**src/hw/hbc_params.svh**
```systemverilog
// Constants for the host bus control and config load block
`ifndef HBC_PARAMS_SVH
`define HBC_PARAMS_SVH
`define HBC_CTRL_OFS 8'h00
`define HBC_STAT_OFS 8'h04
`define HBC_BASE_OFS 8'h08
`define HBC_LATCH_OFS 8'h0C
`define HBC_CFG_OFS_HI 4'h1
`define HBC_CTRL_RST 4'h0
`define HBC_BASE_RST 16'h0300
`define HBC_CTRL_SYNC 0
`define HBC_CTRL_LATCH 1
`define HBC_CTRL_FORCE32 2
`define HBC_CTRL_RELOAD 3
`define HBC_CFG_W16_BIT 0
`define HBC_CLK_PERIOD_NS 25
`define HBC_SK_PERIOD_NS 4000
`define HBC_SK_HALF ((`HBC_SK_PERIOD_NS / `HBC_CLK_PERIOD_NS) / 2)
`define HBC_ROM_READ_OP 3'h6
`define HBC_ROM_DATA_BITS 16
`endif

```
**src/hw/hbc_pkg.sv**
```systemverilog
// Types for the host bus control and config load block
package hbc_pkg;
    typedef enum logic [1:0] {HBC_W8, HBC_W16, HBC_W32} hbc_width_t;
    typedef enum logic [1:0] {LD_IDLE, LD_CMD, LD_DATA, LD_END} hbc_ld_t;
endpackage

```
**src/hw/hbc_rom_if.sv**
```systemverilog
// Link between the bus control core and the config ROM loader
interface hbc_rom_if #(parameter int WORDS = 4);
    logic start;
    logic sleep;
    logic busy;
    logic done;
    logic [$clog2(WORDS)-1:0] rd_idx;
    logic [15:0] rd_data;
    logic [15:0] cfg0;
    modport loader (input start, sleep, rd_idx, output busy, done, rd_data,
        cfg0);
    modport ctrl (output start, sleep, rd_idx, input busy, done, rd_data,
        cfg0);
endinterface

```
**src/hw/hbc_core.sv**
```systemverilog
// Host bus control pins, config load and Avalon register slave
// Operation
// Sync direction line high write, low read
// Claim access only while qualifier low
// Async write strobe low accepts write
// Latch address and qualifier on strobe rise
// No ROM: data-in level picks width
// Config ROM serial clock period 4 us
// Sample ROM data in, shift commands out
// Sleep input low powers chip down
// Async read strobe low presents read data
// ROM used only when present strap high
// Local select low on qualifier and match
// Host drives byte enables low per lane
// Latched address held until next strobe rise
//
// Register access over Avalon-MM and the register offsets were left to the implementer.
`include "hbc_params.svh"
module hbc_core
    import hbc_pkg::*;
#(
    parameter int WORDS = 4
)(
    input wire logic CORE_CLK,
    input wire logic RSTN,
    input wire logic [7:0] AVS_ADDRESS,
    input wire logic AVS_READ,
    input wire logic AVS_WRITE,
    input wire logic [31:0] AVS_WRITEDATA,
    input wire logic [3:0] AVS_BYTEENABLE,
    output logic [31:0] AVS_READDATA,
    output logic AVS_WAITREQUEST,
    input wire logic SYNC_WRITE_READ_SEL,
    input wire logic ADDR_QUALIFIER_N,
    input wire logic ASYNC_WRITE_STROBE_N,
    input wire logic ASYNC_READ_STROBE_N,
    input wire logic ADDR_LATCH_STROBE_N,
    input wire logic [15:1] ADDR,
    input wire logic [3:0] BYTE_LANE_EN_N,
    input wire logic CHIP_SLEEP_N,
    input wire logic CFG_ROM_PRESENT_STRAP,
    input wire logic CFG_ROM_SERIAL_IN,
    output logic CFG_ROM_SERIAL_OUT,
    output logic CFG_ROM_SERIAL_CLK,
    output logic CFG_ROM_SELECT,
    output logic LOCAL_SELECT_N,
    output logic ACCESS_WRITE,
    output logic ACCESS_READ,
    output logic [15:1] ACCESS_ADDR,
    output logic [3:0] ACCESS_BE,
    output logic [1:0] BUS_WIDTH,
    output logic CFG_DONE,
    output logic SLEEP_STATE
);
    hbc_rom_if #(.WORDS(WORDS)) rom ();

    logic [3:0] ctrl, next_ctrl;
    logic [15:0] base, next_base;
    logic next_wait, start, next_start;
    logic [31:0] next_rdata;
    logic addr_latch_strobe_n_q, lat_aen, next_lat_aen;
    logic [15:1] lat_addr, next_lat_addr;
    logic strap_done, present, pin_w16;
    logic next_strap_done, next_present, next_pin_w16;
    hbc_width_t width, next_width;
    logic next_sel_n, next_wr, next_rd, next_done;
    logic [15:1] eff_addr;
    logic eff_aen, claim, addr_latch_strobe_n_rise, bus_take, awake;

    function automatic logic addr_match(input logic [15:1] a,
        input logic [15:0] b);
        addr_match = (a[15:4] == b[15:4]);
    endfunction

    assign awake = CHIP_SLEEP_N;
    assign addr_latch_strobe_n_rise = ADDR_LATCH_STROBE_N && !addr_latch_strobe_n_q;
    assign eff_addr = ctrl[`HBC_CTRL_LATCH] ? lat_addr : ADDR;
    assign eff_aen = ctrl[`HBC_CTRL_LATCH] ? lat_aen : ADDR_QUALIFIER_N;
    assign claim = awake && !eff_aen && addr_match(eff_addr, base);
    assign bus_take = (AVS_READ || AVS_WRITE) && !AVS_WAITREQUEST;
    assign rom.start = start;
    assign rom.sleep = !awake;
    assign rom.rd_idx = $clog2(WORDS)'(AVS_ADDRESS[3:2]);

    hbc_rom_loader #(.WORDS(WORDS)) u_loader (
        .clk(CORE_CLK),
        .rst_n(RSTN),
        .rom(rom.loader),
        .sk(CFG_ROM_SERIAL_CLK),
        .cs(CFG_ROM_SELECT),
        .dout(CFG_ROM_SERIAL_OUT),
        .din(CFG_ROM_SERIAL_IN)
    );

    // Avalon slave and registers
    always_comb
    begin
        next_wait = !((AVS_READ || AVS_WRITE) && AVS_WAITREQUEST);
        next_ctrl = ctrl;
        next_base = base;
        next_start = !strap_done && CFG_ROM_PRESENT_STRAP;
        next_ctrl[`HBC_CTRL_RELOAD] = 1'b0;
        if (bus_take && AVS_WRITE)
        begin
            if (AVS_ADDRESS == `HBC_CTRL_OFS && AVS_BYTEENABLE[0])
            begin
                next_ctrl = AVS_WRITEDATA[3:0];
                next_start = AVS_WRITEDATA[`HBC_CTRL_RELOAD] && present;
            end
            if (AVS_ADDRESS == `HBC_BASE_OFS)
            begin
                if (AVS_BYTEENABLE[0])
                    next_base[7:0] = AVS_WRITEDATA[7:0];
                if (AVS_BYTEENABLE[1])
                    next_base[15:8] = AVS_WRITEDATA[15:8];
            end
        end
        next_rdata = AVS_READDATA;
        if (AVS_READ && AVS_WAITREQUEST)
        begin
            next_rdata = 32'h0000_0000;
            if (AVS_ADDRESS == `HBC_CTRL_OFS)
                next_rdata[3:0] = ctrl;
            else if (AVS_ADDRESS == `HBC_STAT_OFS)
                next_rdata[6:0] = {lat_aen, present, width, !awake,
                    rom.busy, CFG_DONE};
            else if (AVS_ADDRESS == `HBC_BASE_OFS)
                next_rdata[15:0] = base;
            else if (AVS_ADDRESS == `HBC_LATCH_OFS)
                next_rdata[15:1] = lat_addr;
            else if (AVS_ADDRESS[7:4] == `HBC_CFG_OFS_HI
                && AVS_ADDRESS[1:0] == 2'h0
                && 32'(AVS_ADDRESS[3:2]) < WORDS)
                next_rdata[15:0] = rom.rd_data;
        end
    end

    always_ff @(posedge CORE_CLK)
    begin
        if (!RSTN)
        begin
            AVS_WAITREQUEST <= 1'b1;
            AVS_READDATA <= 32'h0000_0000;
            ctrl <= `HBC_CTRL_RST;
            base <= `HBC_BASE_RST;
            start <= 1'b0;
        end
        else
        begin
            AVS_WAITREQUEST <= next_wait;
            AVS_READDATA <= next_rdata;
            ctrl <= next_ctrl;
            base <= next_base;
            start <= next_start;
        end
    end

    // Strap capture, width selection and host pin decode
    always_comb
    begin
        next_strap_done = 1'b1;
        next_present = strap_done ? present : CFG_ROM_PRESENT_STRAP;
        next_pin_w16 = strap_done ? pin_w16 : CFG_ROM_SERIAL_IN;
        next_width = width;
        if (ctrl[`HBC_CTRL_FORCE32])
            next_width = HBC_W32;
        else if (strap_done && !present)
            next_width = pin_w16 ? HBC_W16 : HBC_W8;
        else if (strap_done && rom.done)
            next_width = rom.cfg0[`HBC_CFG_W16_BIT] ? HBC_W16 : HBC_W8;
        next_done = strap_done && (present ? rom.done : 1'b1);
        next_lat_addr = addr_latch_strobe_n_rise ? ADDR : lat_addr;
        next_lat_aen = addr_latch_strobe_n_rise ? ADDR_QUALIFIER_N : lat_aen;
        next_sel_n = !claim;
        if (ctrl[`HBC_CTRL_SYNC])
        begin
            next_wr = claim && SYNC_WRITE_READ_SEL;
            next_rd = claim && !SYNC_WRITE_READ_SEL;
        end
        else
        begin
            next_wr = claim && !ASYNC_WRITE_STROBE_N;
            next_rd = claim && !ASYNC_READ_STROBE_N;
        end
    end

    always_ff @(posedge CORE_CLK)
    begin
        if (!RSTN)
        begin
            strap_done <= 1'b0;
            present <= 1'b0;
            pin_w16 <= 1'b0;
            width <= HBC_W8;
            addr_latch_strobe_n_q <= 1'b1;
            lat_addr <= 15'h0000;
            lat_aen <= 1'b1;
            LOCAL_SELECT_N <= 1'b1;
            ACCESS_WRITE <= 1'b0;
            ACCESS_READ <= 1'b0;
            ACCESS_ADDR <= 15'h0000;
            ACCESS_BE <= 4'h0;
            BUS_WIDTH <= 2'h0;
            CFG_DONE <= 1'b0;
            SLEEP_STATE <= 1'b0;
        end
        else
        begin
            strap_done <= next_strap_done;
            present <= next_present;
            pin_w16 <= next_pin_w16;
            width <= next_width;
            addr_latch_strobe_n_q <= ADDR_LATCH_STROBE_N;
            lat_addr <= next_lat_addr;
            lat_aen <= next_lat_aen;
            LOCAL_SELECT_N <= next_sel_n;
            ACCESS_WRITE <= next_wr;
            ACCESS_READ <= next_rd;
            ACCESS_ADDR <= eff_addr;
            ACCESS_BE <= claim ? ~BYTE_LANE_EN_N : 4'h0;
            BUS_WIDTH <= width;
            CFG_DONE <= next_done;
            SLEEP_STATE <= !awake;
        end
    end
endmodule

```
**src/hw/hbc_rom_loader.sv**
```systemverilog
// Serial config ROM reader with divided serial clock
`include "hbc_params.svh"
module hbc_rom_loader
    import hbc_pkg::*;
#(
    parameter int WORDS = 4,
    parameter int AW = 6
)(
    input wire logic clk,
    input wire logic rst_n,
    hbc_rom_if.loader rom,
    output logic sk,
    output logic cs,
    output logic dout,
    input wire logic din
);
    localparam int CW = 3 + AW;
    localparam logic [7:0] HALF = 8'(`HBC_SK_HALF);
    hbc_ld_t state, next_state;
    logic [7:0] div, next_div;
    logic next_sk, next_cs, next_dout, mem_we;
    logic [4:0] bitcnt, next_bitcnt;
    logic [$clog2(WORDS)-1:0] widx, next_widx;
    logic [CW-1:0] cmd, next_cmd;
    logic [15:0] shreg, next_shreg;
    logic [15:0] mem [WORDS];
    logic tick;

    assign tick = (div == HALF - 8'h01);
    assign rom.rd_data = mem[rom.rd_idx];
    assign rom.cfg0 = mem[0];
    assign rom.busy = (state != LD_IDLE) && (state != LD_END);
    assign rom.done = (state == LD_END);

    always_comb
    begin
        next_state = state;
        next_div = (state == LD_IDLE || state == LD_END || tick) ? 8'h00
            : div + 8'h01;
        next_sk = sk;
        next_cs = cs;
        next_dout = dout;
        next_bitcnt = bitcnt;
        next_widx = widx;
        next_cmd = cmd;
        next_shreg = shreg;
        mem_we = 1'b0;
        case (state)
            LD_IDLE, LD_END:
            begin
                if (rom.start && !rom.sleep)
                begin
                    next_state = LD_CMD;
                    next_cs = 1'b1;
                    next_sk = 1'b0;
                    next_widx = '0;
                    next_cmd = {`HBC_ROM_READ_OP, {AW{1'b0}}};
                    next_dout = 1'b1;
                    next_bitcnt = 5'(CW - 1);
                end
            end
            LD_CMD:
            begin
                if (tick)
                begin
                    next_sk = !sk;
                    if (sk)
                    begin
                        next_cmd = {cmd[CW-2:0], 1'b0};
                        next_dout = cmd[CW-2];
                        if (bitcnt == 5'h00)
                        begin
                            next_state = LD_DATA;
                            next_dout = 1'b0;
                            next_bitcnt = 5'(`HBC_ROM_DATA_BITS - 1);
                        end
                        else
                            next_bitcnt = bitcnt - 5'h01;
                    end
                end
            end
            LD_DATA:
            begin
                if (tick)
                begin
                    next_sk = !sk;
                    if (!sk)
                        next_shreg = {shreg[14:0], din};
                    else if (bitcnt == 5'h00)
                    begin
                        mem_we = 1'b1;
                        if (widx == $clog2(WORDS)'(WORDS - 1))
                        begin
                            next_state = LD_END;
                            next_cs = 1'b0;
                        end
                        else
                        begin
                            next_state = LD_CMD;
                            next_widx = widx + 1'b1;
                            next_cmd = {`HBC_ROM_READ_OP, AW'(widx + 1'b1)};
                            next_dout = 1'b1;
                            next_bitcnt = 5'(CW - 1);
                        end
                    end
                    else
                        next_bitcnt = bitcnt - 5'h01;
                end
            end
            default:
                next_state = LD_IDLE;
        endcase
        if (rom.sleep)
        begin
            next_state = LD_IDLE;
            next_cs = 1'b0;
            next_sk = 1'b0;
            next_dout = 1'b0;
        end
    end

    always_ff @(posedge clk)
    begin
        if (!rst_n)
        begin
            state <= LD_IDLE;
            div <= 8'h00;
            sk <= 1'b0;
            cs <= 1'b0;
            dout <= 1'b0;
            bitcnt <= 5'h00;
            widx <= '0;
            cmd <= '0;
            shreg <= 16'h0000;
        end
        else
        begin
            state <= next_state;
            div <= next_div;
            sk <= next_sk;
            cs <= next_cs;
            dout <= next_dout;
            bitcnt <= next_bitcnt;
            widx <= next_widx;
            cmd <= next_cmd;
            shreg <= next_shreg;
        end
    end

    always_ff @(posedge clk)
    begin
        if (mem_we)
            mem[widx] <= shreg;
    end
endmodule

```
**config.mk**
```make
export PLATFORM = sky130hd
export DESIGN_NAME = hbc_core
export DESIGN_NICKNAME = d
export VERILOG_FILES = /design/src/hw/hbc_pkg.sv /design/src/hw/hbc_rom_if.sv /design/src/hw/hbc_core.sv /design/src/hw/hbc_rom_loader.sv
export VERILOG_INCLUDE_DIRS = /design/src /design/src/hw
export SDC_FILE = /design/constraint.sdc
export NUM_CORES = 1
export LEC_CHECK = 0
export BUFFER_PORTS_ARGS = -buffer_cell sky130_fd_sc_hd__buf_2
export CAP_MARGIN = 20
export CORE_AREA = 4 4 125 127
export CTS_BUF_LIST = sky130_fd_sc_hd__clkbuf_8
export CTS_CLUSTER_SIZE = 25
export DETAILED_ROUTE_END_ITERATION = 7
export DIE_AREA = 0 0 129 131
export HOLD_SLACK_MARGIN = 0.06
export PLACE_DENSITY = 0.84
export SETUP_SLACK_MARGIN = 0.3
export SYNTH_ARGS = -nofsm -noshare
export SYNTH_HDL_FRONTEND = slang
export SYNTH_SLANG_ARGS = --single-unit
```
**constraint.sdc**
```tcl
create_clock -name CORE_CLK -period 5.9 [get_ports CORE_CLK]
set_clock_uncertainty 0.2 [all_clocks]
set_input_delay 0 -clock CORE_CLK [delete_from_list [all_inputs] [get_ports CORE_CLK]]
set_output_delay 0 -clock CORE_CLK [all_outputs]
set_load 0.05 [all_outputs]
```
[Yosys cells after proc, flatten, opt, wreduce, memory -nomap -nowiden]
Memory sizes are Yosys's and may differ from the RTL's.
Index checks and enable logic that the tools add are counted.
W data, S select, Z words.
Storage, ports and cells
  flip-flop bits (word level): 130
  memories kept: 1
  bits of input ports: 75
  bits in writable memories: 64
  output and inout port bits: 62
  logic and storage cells: 198
Memory list
  u_loader.mem: depth 4, width 16, read ports 2, clocked after Yosys merged registers in 0, write ports 1, RTL line hbc_rom_loader.sv:26  | logic [15:0] mem [WORDS];
Operators by class
  eq/ne operators: 22
  $add $sub $neg: 4
  mux-type cells: 76
  reductions and logical operators: 60
  bitwise operators: 3
Operator list (number)
  $mux W8: 7
  $mux W5: 8
  $mux W16: 2
  $mux W2: 16
  $mux W1: 30
  $mux W15: 2
  $pmux W8 S3: 1
  $logic_and A1 B1 Y1: 20
  $ne A2 B1 Y1 const B: 9
  $reduce_and A6 Y1: 3
  $eq A8 B4 Y1 const B: 2
  $pmux W5 S3: 1
  $reduce_and A7 Y1: 2
  $eq A12 B12 Y1: 1
  $logic_not A1 Y1: 12
  $mux W12: 1
  $reduce_and A3 Y1: 4
  $mux W9: 1
  $add A8 B1 Y8 const B: 1
  $eq A8 B3 Y1 const B: 1
  $eq A8 B7 Y1 const B: 1
  $logic_not A8 Y1: 1
  $reduce_and A2 Y1: 4
  $reduce_or A2 Y1: 4
  other kinds (21): 31

[Logic depth before layout (Yosys ltp)]
Gate-level depths: netlist of the first run.
  depth in word-level cells: 7
  gate-level depth with buffers: 9
  gate-level depth less buffers: 7

[By module]
Synthesis of the first run repeated with hierarchy kept, for this count alone.
Second synthesis, totals
  cells, all modules: 749
  area, all modules: 8221.6 sq um
By module, submodules not included
  hbc_rom_loader: sequential area each 2802.7 sq um, area an instance 4376.7 sq um, times used 1, cells each 329
  hbc_core: sequential area each 1721.7 sq um, area an instance 3844.9 sq um, times used 1, cells each 420

[Worst setup path after synthesis of the first run]
Ideal clock, no wire load.
  kind: flip-flop to flip-flop
  start: register u_loader.bitcnt[0]
  end: memory u_loader.mem[3][0] (enable)
  library setup time: 0.374 ns
  arrival time: 1.989 ns
  cell stages (with the launch flop): 7
  period minus slack after synthesis: 2.563 ns
  path buffers: 1
  data required time: 5.326 ns
  path slack: 3.337 ns
  cell sequence: dfxtp_1 > inv_1 > ha_1 > or4b_1 > buf_2 > nor4_1 > and2_1
On the way
  word-level cells in the longest chain between the ends: 7
Ends and longest elaborated chain
  from (decl): RTL line hbc_rom_loader.sv:22  | logic [4:0] bitcnt, next_bitcnt;
  from (signal assigned): RTL line hbc_rom_loader.sv:143  | bitcnt <= next_bitcnt;
  $logic_not A5 Y1: RTL line hbc_rom_loader.sv:89  | else if (bitcnt == 5'h00)
  $mux W1: RTL line hbc_rom_loader.sv:89
  $mux W1: RTL line hbc_rom_loader.sv:87  | if (!sk)
  $mux W1: RTL line hbc_rom_loader.sv:84  | if (tick)
  $mux W1: RTL line hbc_rom_loader.sv:48  | case (state)
  $mux W1: RTL line hbc_rom_loader.sv:152  | if (mem_we)
  $mux W1 (implied by the code): RTL line hbc_rom_loader.sv:153  | mem[widx] <= shreg;
  to (decl): RTL line hbc_rom_loader.sv:26
Every way passes these cells.

[Final worst setup path of the first run]
  start: register u_loader.state[0]
  end: memory u_loader.mem[3][4] (enable)
On the way
  word-level cells in the longest chain between the ends: 4
Ends and longest elaborated chain
  from (decl): RTL line hbc_rom_loader.sv:19  | hbc_ld_t state, next_state;
  from (signal assigned): RTL line hbc_rom_loader.sv:138  | state <= next_state;
  $eq A2 B2 Y1: RTL line hbc_rom_loader.sv:48
  $mux W1: RTL line hbc_rom_loader.sv:48
  $mux W1: RTL line hbc_rom_loader.sv:152
  $mux W1 (implied by the code): RTL line hbc_rom_loader.sv:153
Every way passes these cells.

==> flow_summary.json, run 1 <==
{
  "cp.depth": 5,
  "h-tree-depth": 4,
  "final_cell_mix": "dfxtp_1 (130), buf_2 (102), nand2_1 (100)",
  "p_switching_uw": 632,
  "synth_compound_area_frac": 0.0899,
  "grt_usage": 0.235,
  "final_common_cell": "dfxtp_1",
  "synth.distinct_cells": 53,
  "cap_violations": 0,
  "rsz0062_at_grt": "false",
  "dr_total_vias": 6135,
  "ir_drop_uv": 145,
  "cpPeakStageDelay_ns": 0.76,
  "p_seq_frac": 0.581,
  "pwr-share-comb": 0.090,
  "vias_per_cell": 5.61,
  "grt_pass1_wl_um": 30800,
  "cts.clk_slew.worst_paths_ns": 0.11,
  "drtIter0Drc": 579,
  "drt_pass1_iterations": 5,
  "cts_inserted_buffers": 17,
  "relSlewSlack": 0.459,
  "timing.fmax_mhz": 307,
  "endpoint_kind": "flop",
  "dp.cells": 986,
  "gr-total-overflow": 0,
  "crit_chain": "inv_1, ha_1, nand4_1, nor4_1, and2_1",
  "die-area_um2": 16900,
  "utilization": 0.671,
  "finalHoldViolations": 0,
  "die_y_um": 131,
  "ios": 137,
  "clockRootBuffer": "clkbuf_8",
  "synth_fa_ha_area_frac": 0.0156,
  "synth_area_leaders": "dfxtp_1 (32%), edfxtp_1 (24%), mux2i_1 (6.0%)",
  "tightest_slew_ns": 0.811,
  "numClockSinks": 194,
  "stdcell_count": 1094,
  "port_buffers": 102,
  "path_class": "reg -> reg",
  "clk_latency_ns": 0.46,
  "yosysSeqAreaShare": 0.563,
  "synth_cells": 736,
  "drcViolationCount": 0,
  "clockBufferDepth": 2,
  "design_area_um2": 9680,
  "setup_viol": 0,
  "fp.coreArea_um2": 14400,
  "postCtsResizedCells": 0,
  "pre_cts_ws_ns": 2.63,
  "arrival_ns": 3.14,
  "antenna_found_initial": 1,
  "drive_gt1_frac": 0.189,
  "cp_slowest_cell": "and2_1",
  "fin_crit_ns": 3.26,
  "yosys.area_share.xor_xnor": 0.0207,
  "whs_path_depth": 6,
  "start_util": 0.557,
  "route.antenna.remaining_nets": 0,
  "crit_path_start_kind": "flop",
  "synth_warnings": 0,
  "cts_tree": "done",
  "wl_um": 19800,
  "synth-simple-area-share": 0.157,
  "grt_pass1_vias": 6067,
  "power.total_mw": 2.40,
  "p_sw_frac": 0.264,
  "p_int_mw": 1.76,
  "syn_area_per_cell_um2": 10.9,
  "dp_hpwl_um": 12000,
  "critical-path-top-delay-family": "simple AND/OR/NAND/NOR gates",
  "syn_area_um2": 8030,
  "setup-tns-final_ns": 0,
  "wl_per_cell_um": 18.1,
  "r2r_setup_slack_ns": 2.64,
  "yosysTopAreaCell": "dfxtp_1",
  "ys_async_sr_fraction": 0,
  "synth-seq-cells": 194,
  "synth_top_family_by_area": "simple AND/OR/NAND/NOR gates",
  "clockPowerShare": 0.329,
  "power_density_nw_per_um2": 247,
  "ys.flop_type": "dfxtp_1",
  "place_area_um2": 8560,
  "syn2layout_area_growth_pct": 20.5,
  "grt_max_degree": 77,
  "status": "completed",
  "worst_slack_ns": 2.64,
  "synth_edf_count": 64,
  "layout.nets": 982,
  "netlist.area_leader.share": 0.324,
  "reg2regPathDepth": 5,
  "final_max_slew_viol_count": 0,
  "antenna_cells": 0,
  "crit_required_ns": 5.79,
  "holdWs_ns": 0.132,
  "die_w_um": 129,
  "min_path_type": "in -> reg",
  "cp_num_buf_inv": 1,
  "synthMuxAreaShare": 0.110,
  "gp_congestion": 0.810,
  "path_max_fanout": 16,
  "finalCritPeriodShare": 0.552,
  "power.static_leakage_nw": 3.59,
  "fp-row-count": 44
}
==> layer usage <==
metal  up-vias  GRT usage  share of wire
met3        51     0.0447          0.068
li1       2884          -              -
met1      2933      0.288           0.39
met2       265      0.403           0.50
met4         2      0.108          0.034
met5         -          0        0.00066
==> path summary, 6_finish.rpt <==
check / from / to
setup / recovery: u_loader.state[0]$_SDFFE_PN0P_ / u_loader.mem[3][4]$_DFFE_PP_
hold / removal: AVS_ADDRESS[0] / AVS_READDATA[4]$_SDFFE_PN0P_
setup reg to reg: u_loader.state[0]$_SDFFE_PN0P_ / u_loader.mem[3][4]$_DFFE_PP_
hold reg to reg: u_loader.div[0]$_SDFF_PP0_ / u_loader.div[0]$_SDFF_PP0_
==> Yosys cell counts (4+ instances only) <==
cell,n
a211o_1,5
a211oi_1,5
a21oi_1,61
and2_1,9
and3_1,8
buf_1,4
buf_2,7
buf_4,17
clkbuf_1,23
dfxtp_1,130
edfxtp_1,64
ha_1,10
inv_1,12
mux2i_1,48
mux4_2,18
nand2_1,100
nand2b_1,4
nand3_1,14
nand3b_1,4
nand4_1,8
nor2_1,81
nor2b_1,6
nor3_1,8
o211ai_1,5
o21ai_0,26
xnor2_1,16
==> tightest hold or removal path: cells and delay by family <==
| kind | cells | cell delay [ns] |
|---|---|---|
| compound gates | 1 | 0.07 |
| buf+inv | 1 | 0.08 |
| simple gates | 4 | 0.60 |
==> kinds of logic after synthesis <==
| group | Yosys count |
|---|---|
| adder cells (fa/ha/maj) | 10 |
| other | 1 |
| AND/OR/NAND/NOR | 262 |
| AO/OA/AOI/OAI | 117 |
| flip-flops | 194 |
| XOR/XNOR | 19 |
| buffers and inverters | 67 |
| multiplexers | 66 |
==> layout make-up <==
cell class,instances,area [µm²]
clock buffers,17,234
clock inverters,15,125
fillers,944,4740
inverters,12,45.0
multi-input cells,490,3220
flip-flops and latches,194,4520
well taps,184,230
repair buffers,182,1300
==> state kept, by name (all words and copies together), names as in the netlist, 2 cells and up <==
register and count:
u_loader.mem 64, AVS_READDATA 16, base 16, u_loader.shreg 16, ACCESS_ADDR 15, lat_addr 15, u_loader.cmd 8, u_loader.div 8
u_loader.bitcnt 5, ACCESS_BE 4, ctrl 4, BUS_WIDTH 2, u_loader.state 2, u_loader.widx 2, width 2
==> timing repair <==
item                                   4_1_cts  5_1_grt
hold buffers                                76        0
endpoints found under the hold margin      101        0
buffers inserted                             0        0
==> power by group through the flow <==
stage / clock network, mW / registers, mW / logic [mW]
2_1_floorplan: 0 / 1.45 / 0.113
3_3_place_gp: 0 / 1.42 / 0.179
3_5_place_dp: 0 / 1.42 / 0.181
4_1_cts: 0.793 / 1.39 / 0.209
5_1_grt: 0.853 / 1.39 / 0.229
6_report: 0.788 / 1.39 / 0.215
(Power assumes the default switching activity.)
==> run 2: changes to the inputs <==
Settings changed: CORE_AREA 4 4 125 127 to 4 4 130 132, DIE_AREA 0 0 129 131 to 0 0 134 136, PLACE_DENSITY 0.84 to 0.81.
Clock period 5.9 ns to 2.91 ns, I/O delays scaled along.
==> run 2 against run 1 <==
Against the previous run: the flow now finishes with violations (antenna violations); sequential power increased by 100%; hold slack got worse by 0.028 ns; final area increased by 2.9%; largest cell class unchanged; cell count increased by 4.9%; largest power group unchanged; non-clock buffer count increased by 17; first-iteration DRC count decreased by 5.9%; maximum frequency increased by 33%; register-to-register slack got worse by 2.2 ns; core utilization decreased by 3.7 points; sequential share of layout area decreased by 1.3 points; critical path depth increased by 2; wire length increased by 2.9%.
==> flow_summary.json, run 2 (synthesis results as in run 1) <==
{
  "status": "complete, but fails checks",
  "largest_reg_flops": 64,
  "grt_usage": 0.223,
  "clk_latency_ns": 0.46,
  "timing.fmax_mhz": 407,
  "final_cell_mix": "dfxtp_1 (129), buf_2 (102), nand2_1 (100)",
  "die-area_um2": 18200,
  "grt_max_degree": 46,
  "regMostFlops": "u_loader.mem",
  "fp.coreArea_um2": 15700,
  "final_common_cell": "dfxtp_1",
  "dr_total_vias": 6210,
  "antenna_found_initial": 0,
  "rsz0062_at_grt": "false",
  "arrival_ns": 2.61,
  "clockRootBuffer": "clkbuf_8",
  "cts.clk_slew.worst_paths_ns": 0.11,
  "ios": 137,
  "syn2layout_area_growth_pct": 24.0,
  "power.static_leakage_nw": 3.73,
  "utilization": 0.634,
  "cp_num_buf_inv": 1,
  "drtIter0Drc": 545,
  "tightest_slew_ns": 0.955,
  "crit_path_start_kind": "flop",
  "clockBufferDepth": 2,
  "port_buffers": 102,
  "cts_tree": "done",
  "grt_pass1_wl_um": 31700,
  "numClockSinks": 194,
  "dp_hpwl_um": 12700,
  "drt_pass1_iterations": 5,
  "fin_crit_ns": 2.45,
  "start_util": 0.511,
  "path_class": "reg -> reg",
  "crit_path_start": "u_loader.state[0]$_SDFFE_PN0P_",
  "crit_chain": "inv_1, ha_1, a21bo_2, o21ai_4, a221oi_4, nor4b_2, nor3_2",
  "critical-path-top-delay-family": "compound AO/OA/AOI/OAI gates",
  "drive_gt1_frac": 0.205,
  "cap_violations": 0,
  "r2r_setup_slack_ns": 0.46,
  "whs_path_depth": 6,
  "setup_viol": 0,
  "relSlewSlack": 0.364,
  "r2r-end": "u_loader.bitcnt[3]$_SDFFE_PN0P_",
  "design_area_um2": 9960,
  "die_w_um": 134,
  "drcViolationCount": 0,
  "timing.rr.start": "u_loader.state[0]$_SDFFE_PN0P_",
  "crit_required_ns": 3.06,
  "ir_drop_uv": 289,
  "worst_slack_ns": 0.455,
  "final_max_slew_viol_count": 0,
  "path_max_fanout": 12,
  "power_density_nw_per_um2": 505,
  "die_y_um": 136,
  "h-tree-depth": 4,
  "cp.depth": 7,
  "gp_congestion": 0.909,
  "cts_inserted_buffers": 17,
  "grt_pass1_vias": 6059,
  "violations": "antenna violations",
  "cp_slowest_cell": "ha_1",
  "endpoint_kind": "flop",
  "layout.nets": 999,
  "pre_cts_ws_ns": 0.478,
  "place_area_um2": 8770,
  "fp-row-count": 46,
  "gr-total-overflow": 0,
  "vias_per_cell": 5.41,
  "stdcell_count": 1148,
  "route.antenna.remaining_nets": 1,
  "wl_per_cell_um": 17.8,
  "crit_end": "u_loader.bitcnt[3]$_SDFFE_PN0P_",
  "wl_um": 20400,
  "finalCritPeriodShare": 0.844,
  "reg2regPathDepth": 7,
  "min_path_type": "in -> reg",
  "cpPeakStageDelay_ns": 0.46,
  "finalHoldViolations": 0,
  "setup-tns-final_ns": 0,
  "dp.cells": 1033
}
run 2: per-layer routing:
layer	up-vias	track usage	wire, µm
met3	64	0.0403	1320
met5	-	0	0
met1	2959	0.268	8100
li1	2930	-	-
met4	0	0.0954	722
met2	257	0.393	10200
run 2: worst reg2reg max path: stages, from the launching register on:
cell	delay, ns
dfxtp_1	0.43
inv_1	0.07
ha_1	0.46
a21bo_2	0.32
o21ai_4	0.11
a221oi_4	0.38
nor4b_2	0.31
nor3_2	0.05
run 2: where the power goes:
part           switching, mW  internal [mW]
clock                   1.03          0.723
combinational          0.282          0.171
sequential            0.0200           2.80
total                   1.33           3.70
run 2: repair_timing:
action | in CTS | in global routing
hold buffers | 78 | 0
setup buffers | 0 | 0
gates resized for setup | 0 | 1
endpoints found under the setup margin | 0 | 1
hold endpoints to repair | 118 | 0
run 2: cell type report:
type	instances	area [µm²]
fill	1106	5750
tap	216	270
inverter	12	45.0
clock inverter	15	170
antenna	5	12.5
sequential	194	4530
multi-input combinational	490	3220
clock buffer	17	234
timing repair buffer	199	1480
run 2: stage by stage:
| stage | hold WS, ns | total power [mW] |
|---|---|---|
| after floorplan | -0.172 | 3.17 |
| after global placement | -0.0402 | 3.26 |
| after detailed placement | -0.0398 | 3.26 |
| after CTS | 0.0607 | 5.04 |
| after global routing | 0.114 | 5.20 |
| final | 0.104 | 5.03 |
run 2: worst min path at each step:
stage                              from                            to  slack, ns
CTS                 SYNC_WRITE_READ_SEL        ACCESS_READ$_SDFF_PN0_       0.06
detailed placement    BYTE_LANE_EN_N[2]       ACCESS_BE[2]$_SDFF_PN0_      -0.04
global route        SYNC_WRITE_READ_SEL        ACCESS_READ$_SDFF_PN0_       0.11
floorplan                          RSTN            strap_done$_DFF_P_      -0.17
global placement      BYTE_LANE_EN_N[2]       ACCESS_BE[2]$_SDFF_PN0_      -0.04
finish                   AVS_ADDRESS[1]  AVS_READDATA[5]$_SDFFE_PN0P_       0.10
==> run 3: changes to the inputs <==
Clock period 2.91 ns to 1.99 ns, I/O delays scaled along.
==> run 3 against run 2 <==
Against the previous run: the run ends with negative setup slack left; worst setup slack worse by 0.91 ns; hold slack worse by 0.025 ns; clock power is 41% higher; critical endpoint is now ACCESS_READ$_SDFF_PN0_.
==> flow_summary.json, run 3 (synthesis results as in run 1) <==
{
  "vias_per_cell": 5.75,
  "fillCellCount": 983,
  "r2r_setup_slack_ns": -0.26,
  "wl_um": 25200,
  "tightest_slew_ns": 0.774,
  "power_density_nw_per_um2": 677,
  "path_max_fanout": 11,
  "finalHoldViolations": 0,
  "min_path_type": "in -> reg",
  "cts_tree": "done",
  "gr-total-overflow": 0,
  "final_cell_mix": "dfxtp_1 (120), buf_2 (102), nand2_1 (81)",
  "cts_inserted_buffers": 17,
  "r2r-end": "ACCESS_READ$_SDFF_PN0_",
  "drt_pass1_iterations": 6,
  "power.static_leakage_nw": 4.33,
  "whs_path_depth": 4,
  "cap_violations": 0,
  "dr_total_vias": 6871,
  "crit_path_start_kind": "input pin",
  "antenna_found_initial": 0,
  "port_buffers": 102,
  "clk_latency_ns": 0.48,
  "regArea_um2": 4540,
  "worst_slack_ns": -0.450,
  "whs_endpoint": "base[9]$_SDFFE_PN1P_",
  "numClockSinks": 194,
  "fin_crit_ns": 2.44,
  "arrival_ns": 2.63,
  "power.total_mw": 7.38,
  "fp.coreArea_um2": 15700,
  "die_w_um": 134,
  "drcViolationCount": 0,
  "final_common_cell": "dfxtp_1",
  "relSlewSlack": 0.484,
  "wl_per_cell_um": 21.1,
  "clockBufferDepth": 2,
  "grt_pass1_vias": 6524,
  "endpoint_kind": "flop",
  "reg2regPathDepth": 6,
  "regMostFlops": "u_loader.mem",
  "timing.rr.start": "ctrl[1]$_SDFFE_PN0P_",
  "drtIter0Drc": 705,
  "antenna_cells": 0,
  "cts.clk_slew.worst_paths_ns": 0.11,
  "ir_drop_uv": 403,
  "violations": "negative setup slack",
  "die_y_um": 136,
  "die-area_um2": 18200,
  "largest_reg_flops": 64,
  "syn2layout_area_growth_pct": 35.7,
  "path_class": "in -> reg",
  "gp_congestion": 0.878,
  "drive_gt1_frac": 0.366,
  "timing.fmax_mhz": 410,
  "clockRootBuffer": "clkbuf_8",
  "start_util": 0.511,
  "h-tree-depth": 4,
  "dp_hpwl_um": 13800,
  "rsz0062_at_grt": "true",
  "fp-row-count": 46,
  "ios": 137,
  "finalCritPeriodShare": 1.23,
  "worstHoldStart": "AVS_WRITEDATA[9]",
  "route.antenna.remaining_nets": 0,
  "crit_required_ns": 2.18,
  "grt_pass1_wl_um": 35600,
  "multi_input_area_um2": 3790,
  "pre_cts_ws_ns": -0.213,
  "grt_usage": 0.252,
  "grt_max_degree": 50,
  "holdWs_ns": 0.0799,
  "setup_viol": 104,
  "final_max_slew_viol_count": 0,
  "status": "complete, but fails checks",
  "layout.nets": 1051
}
[run 3: cell count changes in the layout (fill, tap and decap cells not counted), sizes merged]
cell         change
buf             +69
dlygate4sd3     -21
diode            -5
and2             +4
clkinvlp         +4
clkinv           -3
inv              -3
bufinv           +1
clkbuf           +1
[run 3: how the worst max path moves through the flow]
stage	start	cells past startpoint	to	slack [ns]
global placement	u_loader.bitcnt[0]$_SDFFE_PN0P_	5	u_loader.mem[0][10]$_DFFE_PP_	-0.15
finish	RSTN	7	ACCESS_READ$_SDFF_PN0_	-0.45
detailed placement	u_loader.bitcnt[0]$_SDFFE_PN0P_	5	u_loader.mem[1][12]$_DFFE_PP_	-0.21
CTS	u_loader.bitcnt[1]$_SDFFE_PN0P_	6	u_loader.mem[0][11]$_DFFE_PP_	-0.21
floorplan	u_loader.bitcnt[0]$_SDFFE_PN0P_	6	u_loader.mem[0][0]$_DFFE_PP_	-0.13
global route	RSTN	7	ACCESS_READ$_SDFF_PN0_	-0.54
[run 3: metrics by stage]
stage / utilization / cell area [µm²] / std cells / TNS [ns]
6_report: 0.694 / 10900 / 1195 / -20.31
5_1_grt: 0.694 / 10900 / 1195 / -26.06
4_1_cts: 0.669 / 10500 / 1184 / -13.81
3_5_place_dp: 0.581 / 9130 / 1076 / -14.47
3_3_place_gp: 0.581 / 9130 / 1076 / -9.19
2_1_floorplan: - / 8200 / 751 / -8.29
[run 3: power by group]
| group | switching [mW] | total, mW | internal (mW) |
|---|---|---|---|
| logic | 0.462 | 0.758 | 0.297 |
| registers | 0.0333 | 4.13 | 4.10 |
| clock network | 1.41 | 2.49 | 1.08 |
[run 3: timing repair]
item / 4_1_cts / 5_1_grt
hold buffers: 57 / 1
setup endpoints to repair: 116 / 142
hold endpoints to repair: 129 / 44
pin swaps: 34 / 34
gates resized for setup: 78 / 73
buffers inserted: 14 / 11
gates cloned: 5 / 0
[run 3: layout make-up]
| class | count | area share |
|---|---|---|
| inverter | 12 | 0.00413 |
| sequential | 194 | 0.417 |
| tap | 216 | 0.0248 |
| multi-input combinational | 494 | 0.348 |
| timing repair buffer | 247 | 0.172 |
| clock inverter | 14 | 0.0119 |
| clock buffer | 18 | 0.0227 |
[run 3: critical path: stages]
cell and delay, ns:
buf_2 0.09, dlygate4sd3_1 0.88, nand2_1 0.38, a2111oi_1 0.54
buf_4 0.19, nand4_2 0.24, a211oi_2 0.30
[run 3: per-layer routing]
| layer | part of all wire | track usage |
|---|---|---|
| met1 | 0.37 | 0.297 |
| met2 | 0.51 | 0.436 |
| met5 | 0 | 0 |
| met4 | 0.049 | 0.127 |
| met3 | 0.075 | 0.0540 |
